<file path="src/adc_link_defines.svh">
/*
  named figures of the converter serial link: frame length, times as
  printed and the core clock cycle counts derived from them.
  assumes a single core clock of 250 MHz on both ends of the link.
*/
`ifndef ADC_LINK_DEFINES_SVH
`define ADC_LINK_DEFINES_SVH

// frame and resolution
`define FRAME_BITS 16
`define RES_WIDE 14
`define RES_NARROW 12

// core clock period in ps
`define CLK_PERIOD_PS 4000
`define CYC_UP(t) (((t) + `CLK_PERIOD_PS - 1) / `CLK_PERIOD_PS)
`define CYC_DN(t) ((t) / `CLK_PERIOD_PS)

// strobe to clock setup, 3 ns
`define SETUP_TIME_PS 3000
`define SETUP_CYC `CYC_UP(`SETUP_TIME_PS)
// 16th clock rise to next strobe rise, 45 ns
`define ACQ_TIME_PS 45000
`define ACQ_CYC `CYC_UP(`ACQ_TIME_PS)
// least sampling period, 286 ns
`define THRU_TIME_PS 286000
`define THRU_CYC `CYC_UP(`THRU_TIME_PS)
// serial clock period bounds, 15.872 ns and 10000 ns
`define SCK_MIN_PS 15872
`define SCK_MAX_PS 10000000
`define SCK_HALF_MIN ((`SCK_MIN_PS + 2 * `CLK_PERIOD_PS - 1) / (2 * `CLK_PERIOD_PS))
`define SCK_HALF_MAX (`SCK_MAX_PS / (2 * `CLK_PERIOD_PS))
// reference settling after wake, 2 ms
`define WAKE_TIME_MS 2
`define WAKE_CYC (`WAKE_TIME_MS * (1000000000 / `CLK_PERIOD_PS))

// power-down pulse counts
`define NAP_PULSES 2
`define SLEEP_PULSES 4

// pin filter plus shifter plus pin filter, host clock rise to bit seen
`define LINK_LAT_CYC 9

`endif

</file>
<file path="src/adc_link_pkg.sv">
/*
  types shared by both ends of the converter serial link.
  assumes adc_link_defines.svh is on the include path.
*/
`include "adc_link_defines.svh"

package adc_link_pkg;

  // power state of the converter, one-hot
  typedef enum logic [2:0] {
    MODE_ACTIVE = 3'h1,
    MODE_NAP = 3'h2,
    MODE_SLEEP = 3'h4
  } power_mode_type;

  // host sequencer phases, one-hot
  typedef enum logic [6:0] {
    H_IDLE = 7'h01,
    H_CONVERT_START_STROBE = 7'h02,
    H_CLOCK = 7'h04,
    H_ACQ = 7'h08,
    H_PWR = 7'h10,
    H_WAKE = 7'h20,
    H_SETTLE = 7'h40
  } host_phase_type;

  typedef logic [19:0] cnt_type;
  typedef logic [`FRAME_BITS-1:0] word_type;

  // three-stage pin filter
  typedef struct packed {
    logic s1;
    logic s2;
    logic s3;
    logic lvl;
  } sync_state_type;

  // converter end
  typedef struct packed {
    power_mode_type mode;
    logic convert_start_strobe_lvl;
    logic sck_lvl;
    logic framing;
    logic skip;
    logic driving;
    logic acquiring;
    logic [2:0] setup_cnt;
    logic [4:0] bit_cnt;
    logic [2:0] pulses;
    word_type shift;
    word_type held;
    word_type result;
  } device_state_type;

  // host end
  typedef struct packed {
    host_phase_type phase;
    power_mode_type mode;
    logic convert_start_strobe;
    logic sck;
    logic valid;
    cnt_type cnt;
    logic [4:0] rises;
    logic [2:0] pulses;
    logic [2:0] target;
    logic [7:0] thru;
    word_type data;
    word_type out;
  } host_state_type;

endpackage : adc_link_pkg

</file>
<file path="src/adc_link_if.sv">
/*
  the three-wire link between converter and host.
  assumes both ends run on the same core clock; the data wire is
  resolved here from the converter's drive enable.
*/
interface adc_link_if;
  logic convert_start_strobe;
  logic sck;
  logic sdo_drv;
  logic sdo_oe;
  logic sdo_line;

  // released data wire reads low, as through a pull-down
  assign sdo_line = sdo_oe & sdo_drv;

  modport device (input convert_start_strobe, input sck, output sdo_drv, output sdo_oe);
  modport host (output convert_start_strobe, output sck, input sdo_line);
endinterface : adc_link_if

</file>
<file path="src/pin_sync_filter.sv">
/*
  four flip-flop filter for one pin input; the level changes once the
  second and third stages agree.
  assumes a pin from outside the core clock domain.
*/
module pin_sync_filter
  import adc_link_pkg::*;
(
  input wire logic core_clk_i,
  input wire logic reset_n_i,
  input wire logic pin_i,
  output logic level_o
);

  sync_state_type r;
  sync_state_type next_r;

  // first stage feeds only the second
  always_comb begin
    next_r.s1 = pin_i;
    next_r.s2 = r.s1;
    next_r.s3 = r.s2;
    next_r.lvl = (r.s2 == r.s3) ? r.s3 : r.lvl;
  end

  always_ff @(posedge core_clk_i) begin
    if (!reset_n_i) begin
      r <= '0;
    end else begin
      r <= next_r;
    end
  end

  assign level_o = r.lvl;

endmodule : pin_sync_filter

</file>
<file path="src/adc_device_end.sv">
/*
  converter end of the serial link: input hold and difference, clamp to
  the result range, conversion sequencing on serial clock rises, the
  three-state result shifter and the pulse-count power-down modes.
  assumes strobe and serial clock arrive as pins from the host, and the
  two analog inputs as signed codes scaled to one result step per unit.
*/
// How it works
// - strobe rise holds input, starts conversion
// - conversion and shifting advance on clock rises
// - acquisition from 16th rise to strobe rise
// - host leaves 45 ns before next strobe
// - strobe too close to clock delays data
// - host raises strobe half clock early
// - shifted word is the previous conversion
// - results are two's complement
// - data line released after the last bit
// - host samples data on clock rises
// - two strobes, clock still: nap
// - four or more strobes, clock still: sleep
// - clock pulse wakes from sleep
// - host waits 2 ms after wake from sleep
// - at most one conversion per 286 ns
// - clock period bounded during conversion
// - result is 14 or 12 bits
// - out-of-range input clamps to end codes
`include "adc_link_defines.svh"

module adc_device_end
  import adc_link_pkg::*;
#(
  parameter int RES_BITS = `RES_WIDE,
  parameter int IN_W = 16
) (
  input wire logic core_clk_i,
  input wire logic reset_n_i,
  adc_link_if.device link,
  input wire logic signed [IN_W-1:0] noninverting_analog_input_i,
  input wire logic signed [IN_W-1:0] inverting_analog_input_i,
  output logic [2:0] power_state_o,
  output logic acquiring_o
);

  // pads the result up to the frame, low bits zero
  localparam int PAD = `FRAME_BITS - RES_BITS;
  localparam int PIN_N = 2;
  localparam int PIN_SCK = 0;
  localparam int PIN_CONVERT_START_STROBE = 1;
  localparam logic [4:0] LAST_BIT = 5'(`FRAME_BITS - 1);
  localparam logic [2:0] SETUP_LD = 3'(`SETUP_CYC - 1);
  localparam logic [2:0] NAP_N = 3'(`NAP_PULSES);
  localparam logic [2:0] SLEEP_N = 3'(`SLEEP_PULSES);
  localparam device_state_type DEVICE_RESET = '{mode: MODE_ACTIVE, default: '0};

  // clamp a difference into the signed result range
  function automatic word_type saturate(input logic signed [IN_W:0] diff);
    int value;
    int top;
    int bottom;
    value = int'(diff);
    top = (1 <<< (RES_BITS - 1)) - 1;
    bottom = -top - 1;
    if (value > top) begin
      value = top;
    end else if (value < bottom) begin
      value = bottom;
    end
    return value[`FRAME_BITS-1:0];
  endfunction : saturate

  // rising edge of a filtered pin level
  function automatic logic rose(input logic now, input logic was);
    return now & ~was;
  endfunction : rose

  // converter awake, decoded in several places
  function automatic logic is_active(input power_mode_type m);
    return m == MODE_ACTIVE;
  endfunction : is_active

  // state, filtered pins and decoded edges
  device_state_type r;
  device_state_type next_r;
  logic [PIN_N-1:0] pin_raw;
  logic [PIN_N-1:0] pin_lvl;
  logic convert_start_strobe_rise;
  logic sck_rise;
  logic sck_edge;
  logic start;
  logic [2:0] next_pulses;
  logic signed [IN_W:0] diff;

  // both link inputs are pins and go through the filter
  assign pin_raw[PIN_SCK] = link.sck;
  assign pin_raw[PIN_CONVERT_START_STROBE] = link.convert_start_strobe;

  // one three-stage filter per pin
  generate
    for (genvar i = 0; i < PIN_N; i++) begin : g_pin
      pin_sync_filter u_sync (
        .core_clk_i(core_clk_i),
        .reset_n_i(reset_n_i),
        .pin_i(pin_raw[i]),
        .level_o(pin_lvl[i])
      );
    end
  endgenerate

  // edge detection and analog difference
  always_comb begin
    convert_start_strobe_rise = rose(pin_lvl[PIN_CONVERT_START_STROBE], r.convert_start_strobe_lvl);
    sck_rise = rose(pin_lvl[PIN_SCK], r.sck_lvl);
    sck_edge = pin_lvl[PIN_SCK] != r.sck_lvl;
    diff = (IN_W + 1)'(noninverting_analog_input_i)
        - (IN_W + 1)'(inverting_analog_input_i);
  end

  // next state of the whole converter
  always_comb begin
    next_r = r;
    next_r.convert_start_strobe_lvl = pin_lvl[PIN_CONVERT_START_STROBE];
    next_r.sck_lvl = pin_lvl[PIN_SCK];

    // strobe pulses counted while the clock stands still
    next_pulses = r.pulses;
    if (sck_edge) begin
      next_pulses = '0;
    end else if (convert_start_strobe_rise && r.pulses != SLEEP_N) begin
      next_pulses = r.pulses + 3'h1;
    end
    next_r.pulses = next_pulses;

    // power mode: a clock rise wakes, strobe counts put it down
    if (sck_rise) begin
      next_r.mode = MODE_ACTIVE;
    end else if (convert_start_strobe_rise && next_pulses == SLEEP_N) begin
      next_r.mode = MODE_SLEEP;
    end else if (convert_start_strobe_rise && next_pulses == NAP_N && is_active(r.mode)) begin
      next_r.mode = MODE_NAP;
    end

    // a strobe rise starts a conversion only when awake
    start = convert_start_strobe_rise && is_active(r.mode) && is_active(next_r.mode);

    // setup window after a strobe rise
    if (r.setup_cnt != '0) begin
      next_r.setup_cnt = r.setup_cnt - 3'h1;
    end

    // any strobe rise closes the acquisition interval
    if (convert_start_strobe_rise) begin
      next_r.acquiring = 1'b0;
    end

    // frame control: start, power-down, then clock rises
    if (start) begin
      // hold the new sample, clamped, and present the previous result
      next_r.held = saturate(diff);
      next_r.shift = r.result << PAD;
      next_r.framing = 1'b1;
      next_r.bit_cnt = '0;
      // a clock rise with the strobe costs one clock of latency
      next_r.skip = sck_rise;
      next_r.driving = ~sck_rise;
      next_r.setup_cnt = SETUP_LD;
    end else if (!is_active(next_r.mode)) begin
      // powering down abandons the frame and frees the line
      next_r.framing = 1'b0;
      next_r.driving = 1'b0;
      next_r.skip = 1'b0;
    end else if (sck_rise && r.framing) begin
      if (r.skip || r.setup_cnt != '0) begin
        // late start: this rise only brings the first bit up
        next_r.skip = 1'b0;
        next_r.driving = 1'b1;
        next_r.setup_cnt = '0;
      end else begin
        // one bit and one conversion step per clock rise
        next_r.shift = r.shift << 1;
        next_r.bit_cnt = r.bit_cnt + 5'h01;
        if (r.bit_cnt == LAST_BIT) begin
          // 16th rise ends the word and the conversion
          next_r.framing = 1'b0;
          next_r.driving = 1'b0;
          next_r.result = r.held;
          next_r.acquiring = 1'b1;
        end
      end
    end
  end

  // state register
  always_ff @(posedge core_clk_i) begin
    if (!reset_n_i) begin
      r <= DEVICE_RESET;
    end else begin
      r <= next_r;
    end
  end

  // outputs all come from the state register
  assign link.sdo_drv = r.shift[`FRAME_BITS-1];
  assign link.sdo_oe = r.driving;
  assign power_state_o = r.mode;
  assign acquiring_o = r.acquiring;

endmodule : adc_device_end

</file>
<file path="src/flat_wrapper.sv">
// flat-port wrapper written by rule: the top's interface ports become plain ports
module adc_device_end_flat import adc_link_pkg::*;
#(
  parameter int RES_BITS = `RES_WIDE,
  parameter int IN_W = 16
)
  (core_clk_i, reset_n_i, noninverting_analog_input_i, inverting_analog_input_i, power_state_o, acquiring_o, link_convert_start_strobe, link_sck, link_sdo_drv, link_sdo_oe);
  adc_link_if link_i ();
  input wire logic core_clk_i;
  input wire logic reset_n_i;
  input wire logic signed [IN_W-1:0] noninverting_analog_input_i;
  input wire logic signed [IN_W-1:0] inverting_analog_input_i;
  output logic [2:0] power_state_o;
  output logic acquiring_o;
  input wire logic [$bits(link_i.convert_start_strobe)-1:0] link_convert_start_strobe;
  input wire logic [$bits(link_i.sck)-1:0] link_sck;
  output wire logic [$bits(link_i.sdo_drv)-1:0] link_sdo_drv;
  output wire logic [$bits(link_i.sdo_oe)-1:0] link_sdo_oe;
  assign link_i.convert_start_strobe = link_convert_start_strobe;
  assign link_i.sck = link_sck;
  assign link_sdo_drv = link_i.sdo_drv;
  assign link_sdo_oe = link_i.sdo_oe;
  adc_device_end #(.RES_BITS(RES_BITS), .IN_W(IN_W)) u_core (.core_clk_i(core_clk_i), .reset_n_i(reset_n_i), .link(link_i), .noninverting_analog_input_i(noninverting_analog_input_i), .inverting_analog_input_i(inverting_analog_input_i), .power_state_o(power_state_o), .acquiring_o(acquiring_o));
endmodule
</file>
<file path="config.mk">
export PLATFORM = sky130hd
export DESIGN_NAME = adc_device_end_flat
export DESIGN_NICKNAME = d
export VERILOG_FILES = /design/src/adc_link_pkg.sv /design/src/adc_link_if.sv /design/src/pin_sync_filter.sv /design/src/adc_device_end.sv /design/src/flat_wrapper.sv
export VERILOG_INCLUDE_DIRS = /design/src /design/src/src
export SDC_FILE = /design/constraint.sdc
export NUM_CORES = 1
export LEC_CHECK = 0
export ABC_AREA = 1
export BUFFER_PORTS_ARGS = -buffer_cell sky130_fd_sc_hd__buf_2
export CORE_MARGIN = 10
export CORE_UTILIZATION = 50
export CTS_BUF_LIST = sky130_fd_sc_hd__clkbuf_2
export DETAILED_ROUTE_END_ITERATION = 16
export PLACE_DENSITY = 0.79
export SLEW_MARGIN = 40
export SYNTH_ARGS = -nofsm -noshare
export SYNTH_HDL_FRONTEND = slang
export SYNTH_SLANG_ARGS = --single-unit
</file>
<file path="constraint.sdc">
create_clock -name core_clk_i -period 2.7 [get_ports core_clk_i]
set_input_delay 0.81 -clock core_clk_i [delete_from_list [all_inputs] [get_ports core_clk_i]]
set_output_delay 0.81 -clock core_clk_i [all_outputs]
set_load 0.03 [all_outputs]
</file>
==> flow_summary.toml, run 1 <==
[outcome]
status = "complete, no violations"

[finish]
area_growth_pct = 14.9
insertedDiodeCount = 0
final_common_cell = "nor2_1"
drive_above_1_share_pct = 18.5
fin_nets = 725
mostFrequentLayoutCells = "nor2_1, nand2_1, inv_1"

[drt]
drt_iter0_drc = 159
ant_nets = 0
drc = 0
vias = 3734
routedWlPerCell_um = 11.0
wirelength_um = 8500
viasPerCell = 4.84
drt-pass1-iter-count = 5

[min_path]
hold_path.class = "flip-flop to flip-flop"
min-delay-start = "u_core.g_pin[0].u_sync.next_r[2]"

[yosys]
synth_nets = 662
yosys_warnings = 0
ys_types = 34
synth_edf_count = 0
ys_seq_area_share_pct = 34.8
syn_inst = 602
avgSynthCellArea_um2 = 6.69
synthTopCellsByArea = "dfxtp_1, nand2_1, nor2_1"
yosys.area.top_type_share_pct = 34.8
yosysTopAreaCell = "dfxtp_1"
async_flop_share_pct = 0
synth_seq_cells = 70
synthFlopType = "dfxtp_1"
synth_area_mm2 = 0.00403

[critical_path]
cp-start-kind = "flip-flop"
worst_ep_arrival_time_ps = 2830
crit_buf_inv = 3
reg2reg_from = "u_core.r[48]"
critical_path_peak_fanout = 18
critPathLaunch = "u_core.r[48]"
path_cells = "inv_1 -> ha_1 -> nand2_2 -> inv_1 -> nor2_2 -> nand2_1 -> nand2_1 -> nand2_1 -> nor2_2 -> nand2_2 -> nand3_1 -> nand2_4 -> nand4_2 -> buf_6 -> nand2_4 -> nor2_2 -> nor2_1 -> nor2_1"
critPathCaptureType = "flip-flop"
max_stage_delay_ps = 400
slowest_stage = "dfxtp_1"
critPathRequiredTime_ps = 3170
cp_top_family = "simple AND/OR/NAND/NOR gates"
critPathKind = "flip-flop to flip-flop"

[grt]
overflow = 0
antenna_found_initial = 0
grt_use_total_pct = 15.0
grt_pass1_vias = 3645
grt_pass1_wl_um = 15100
grt_max_degree = 44

[sta]
setup_ws_ps = 339
worst_pin_slew_ps = 543
setup_violations = 0
max_freq_ghz = 0.423
rsz0062_at_grt = "false"
slew_headroom_pct = 63.6
finalCritPeriodShare_pct = 87.5
hold_ws_ps = 431
slew_viol_final = 0
period_needed_ps = 2360
skew_ps = 37.2
hold_viol_final = 0

[flow_run]
cap_violations = 0

[pwr]
leakage_nw = 2.33
clock_power_share_pct = 29.8
power-per-cell-area_mw_per_mm2 = 433
total_power_mw = 2.00
power.internal_mw = 1.42
p_seq_share_pct = 52.0
sw_frac_of_total_pct = 29.0
ir_drop_v = 0.000209
power_frac_comb_pct = 18.2
p_switching_mw = 0.581

[clocking]
h-tree-depth = 3
cts.sinks = 70
insertion_delay_ps = 520
cts_tree = "built"
cts_max_path_buffers = 2
clk_pin_slew_ps = 210
cts_root_buffer = "clkbuf_2"
numCtsBuffers = 9

[die]
die_x_um = 110
boundaryPins = 42
core-area_mm2 = 0.00777
row_count = 32
die_area_mm2 = 0.0120
start_util_pct = 51.8
die_h_um = 110

[place]
pre_cts_ws_ps = -188
place.gp.congestion = 0.882
port_buffers = 41
dpl.hpwl_um = 6660
per-layer routing:
metal	vias up	track usage [%]	wire length, um
li1	2018	-	-
met1	1609	18.4	4090
met2	83	24.5	3810
met3	24	3.34	337
met4	0	6.78	255
met5	-	0	0
cell families (layout without fill, tap and decap cells):
group / after synthesis / count (layout) / synth area share [%]
compound gates: 74 / 74 / 9.82
xor+xnor: 15 / 15 / 3.26
fa+ha+maj: 24 / 24 / 7.65
buf+inv: 106 / 174 / 11.0
flops: 70 / 70 / 34.8
simple gates: 313 / 313 / 33.4
power by group through the flow:
stage	clock network (mW)	registers, mW	logic [mW]
finish	0.598	1.04	0.364
global route	0.666	1.04	0.416
CTS	0.623	1.04	0.366
detailed placement	0	1.06	0.364
global placement	0	1.06	0.360
floorplan	0	1.06	0.227
through the flow:
stage / util (%) / area (um^2) / cells / setup TNS, ps
2_1_floorplan: - / 4050 / 602 / 0
6_report: 59.6 / 4630 / 772 / 0
5_1_grt: 59.6 / 4630 / 772 / 0
4_1_cts: 59.4 / 4620 / 772 / 0
3_3_place_gp: 57.9 / 4500 / 756 / -1210
3_5_place_dp: 57.9 / 4500 / 756 / -2030
flip-flops by register name, indices dropped and copies added, names as in the netlist:
register                     count
u_core.power_state_o             3
u_core.link.sdo_oe               1
u_core.g_pin.u_sync.r            2
u_core.g_pin.u_sync.next_r       4
u_core.g_pin.u_sync.level_o      2
u_core.r                        56
u_core.acquiring_o               1
u_core.link.sdo_drv              1
worst register-to-register path, delay by kind of cell, from the launching register on:
kind	cells	cell delay, ps
AND/OR/NAND/NOR	14	1400
flip-flops	1	400
adder cells (fa/ha/maj)	1	200
buffers and inverters	3	320
timing repair:
action | 4_1_cts | 5_1_grt
resized for setup | 0 | 3
hold buffers | 0 | 0
setup endpoints to repair | 0 | 11
setup buffers | 0 | 0
area by class of cell:
type / instances / area [um^2]
Fill cell: 712 / 3140
Multi-Input combinational cell: 426 / 2200
Sequential cell: 70 / 1400
Timing Repair Buffer: 75 / 464
Inverter: 83 / 312
Tap cell: 102 / 128
Clock inverter: 7 / 72.6
Clock buffer: 9 / 45.0
final timing paths:
check | end | slack (ps) | depth (start not counted)
setup / recovery | u_core.r[35] | 340 | 18
hold / removal | u_core.g_pin[0].u_sync.next_r[1] | 430 | 2
setup reg to reg | u_core.r[35] | 340 | 18
hold reg to reg | u_core.g_pin[0].u_sync.next_r[1] | 430 | 2
cell usage after synthesis (8+ instances only):
| master | count |
|---|---|
| xor2_1 | 8 |
| clkbuf_1 | 9 |
| o21ai_0 | 38 |
| nor2_2 | 11 |
| a21oi_1 | 29 |
| ha_1 | 23 |
| inv_1 | 77 |
| dfxtp_1 | 70 |
| nand4_1 | 17 |
| nand3_1 | 24 |
| nand2_1 | 120 |
| nor2_1 | 120 |
Note: power is estimated with default switching activity, not from simulation.
==> inputs of run 2 (changes only) <==
==> constraint.sdc (replaced) <==
create_clock -name core_clk_i -period 2.1 [get_ports core_clk_i]
set_input_delay 0.63 -clock core_clk_i [delete_from_list [all_inputs] [get_ports core_clk_i]]
set_output_delay 0.63 -clock core_clk_i [all_outputs]
set_load 0.03 [all_outputs]
==> run 2 against run 1 <==
The flow now finishes with violations (setup timing). Cell area grew 13%. Sequential share of layout area is 3.4 points lower. Non-clock buffer count is 37 higher. Register-to-register slack lost 420 ps. Worst setup slack got worse by 420 ps. Count of clock-buffer cells in the layout increased by 2. Critical path type unchanged. Critical endpoint is now u_core.link.sdo_drv.
==> flow_summary.toml, run 2 (synthesis gave the netlist of run 1 again) <==
[outcome]
status = "finished with violations"
violations = "setup timing"

[finish]
fin_util_pct = 67.3
final-seq-area_mm2 = 0.00141
fin_nets = 763
multi_input_area_mm2 = 0.00245
layout.cells.non_filler = 810
drive_above_1_share_pct = 31.4
nFillCells = 613
final_common_cell = "nor2_1"
largest_reg_flops = 56
largest_register = "u_core.r"
mostFrequentLayoutCells = "nor2_1, nand2_1, inv_1"
area_growth_pct = 29.9
insertedDiodeCount = 0
fin_area_mm2 = 0.00523

[place]
place_inst = 778
place.gp.congestion = 0.927
dpl.hpwl_um = 6920
placed_cell_area_mm2 = 0.00469
port_buffers = 41

[drt]
drc = 0
drt-pass1-iter-count = 4
drt_iter0_drc = 144
wirelength_um = 9570
vias = 4033
ant_nets = 0
routedWlPerCell_um = 11.8
viasPerCell = 4.98

[critical_path]
critPathKind = "flip-flop to flip-flop"
worst_ep_arrival_time_ps = 2610
cp-endpoint = "u_core.link.sdo_drv"
critPathCaptureType = "flip-flop"
reg2reg_depth = 15
slowest_stage = "ha_1"
path_cells = "inv_1 -> ha_1 -> nand2_1 -> nor2_2 -> nor2_2 -> nand2_2 -> nand3_2 -> nand2_4 -> nand4_4 -> buf_12 -> buf_6 -> nand2_4 -> nand2_2 -> nor2_1 -> nor2_1"
critPathRequiredTime_ps = 2520
max_stage_delay_ps = 400
cp-start-kind = "flip-flop"
critPathLaunch = "u_core.r[63]"
reg2reg_from = "u_core.r[63]"
critical_path_peak_fanout = 7
r2r_slack_ps = -80
rr_endpoint = "u_core.link.sdo_drv"

[sta]
hold_ws_ps = 339
setup_violations = 6
hold_viol_final = 0
setup_ws_ps = -83.9
slew_headroom_pct = 75.8
max_freq_ghz = 0.458
slew_viol_final = 0
rsz0062_at_grt = "true"
period_needed_ps = 2180
worst_pin_slew_ps = 360
skew_ps = 28.5
finalCritPeriodShare_pct = 104

[die]
row_count = 32
start_util_pct = 51.8
die_h_um = 110
core-area_mm2 = 0.00777
die_area_mm2 = 0.0120
die_x_um = 110
boundaryPins = 42

[clocking]
cts_tree = "built"
cts_hold_buf = 0
h-tree-depth = 3
cts.sinks = 70
insertion_delay_ps = 490
cts_root_buffer = "clkbuf_2"
numCtsBuffers = 9
clk_pin_slew_ps = 210
cts_max_path_buffers = 2

[grt]
grt_use_total_pct = 15.6
grt_pass1_vias = 3774
grt_max_degree = 35
grt_pass1_wl_um = 15700
antenna_found_initial = 0
overflow = 0

[min_path]
hold_path.class = "input port to flip-flop"

[pwr]
ir_drop_v = 0.000234
total_power_mw = 2.67
power-per-cell-area_mw_per_mm2 = 511
leakage_nw = 2.57

[flow_run]
cap_violations = 0
[run 2: cell count changes in the layout (fill, tap and decap cells not counted), sizes merged]
| cell | change |
|---|---|
| inv | -2 |
| nand2 | +1 |
| clkinv | -2 |
| clkbuf | +3 |
| clkinvlp | +2 |
| buf | +36 |
[run 2: power breakdown]
group,total [mW],leakage [nW],switching (mW),internal [mW]
combinational,0.575,1.94,0.302,0.274
clock,0.756,0.0686,0.469,0.286
sequential,1.34,0.566,0.00286,1.34
[run 2: cell type report]
class,instances,share of cell area (%)
clock buffer,11,1.05
clock inverter,5,1.12
inverter,83,6.39
multi-input combinational,427,46.8
sequential,70,26.9
tap,102,2.44
timing repair buffer,112,15.3
[run 2: how the worst min path moves through the flow]
stage | from | endpoint | slack [ps] | cells past startpoint
finish | link_sck | u_core.g_pin[0].u_sync.next_r[2] | 340 | 3
global route | link_convert_start_strobe | u_core.g_pin[1].u_sync.next_r[2] | 280 | 3
CTS | link_convert_start_strobe | u_core.g_pin[1].u_sync.next_r[2] | 310 | 3
detailed placement | u_core.g_pin[0].u_sync.next_r[2] | u_core.g_pin[0].u_sync.next_r[1] | 440 | 2
global placement | u_core.g_pin[0].u_sync.next_r[2] | u_core.g_pin[0].u_sync.next_r[1] | 400 | 2
floorplan | u_core.g_pin[0].u_sync.next_r[2] | u_core.g_pin[0].u_sync.next_r[1] | 390 | 2
[run 2: what timing repair did]
| action | 4_1_cts | 5_1_grt |
|---|---|---|
| resized for setup | 16 | 80 |
| endpoints found under the setup margin | 32 | 52 |
| pin swaps | 1 | 35 |
| cloned | 0 | 2 |
| buffers inserted | 5 | 9 |
[run 2: worst max-delay path: cells and delay by family, from the launching register on]
kind          cells  cell delay [ps]
buf+inv           3              370
flops             1              340
fa+ha+maj         1              400
simple gates     11             1030
[run 2: metrics by stage]
| stage | TNS, ps | setup slack [ps] |
|---|---|---|
| 6_report | -138 | -83.9 |
| 5_1_grt | -4750 | -205 |
| 4_1_cts | 0 | -0.000888 |
| 3_5_place_dp | -8580 | -665 |
| 3_3_place_gp | -7310 | -555 |
| 2_1_floorplan | -4810 | -402 |
[run 2: metal layers]
metal / up-vias / GRT usage [%] / wire length (um)
li1: 2097 / - / -
met1: 1840 / 18.5 / 4280
met2: 76 / 26.9 / 4780
met3: 20 / 3.51 / 312
met4: 0 / 6.32 / 197
met5: - / 0 / 0
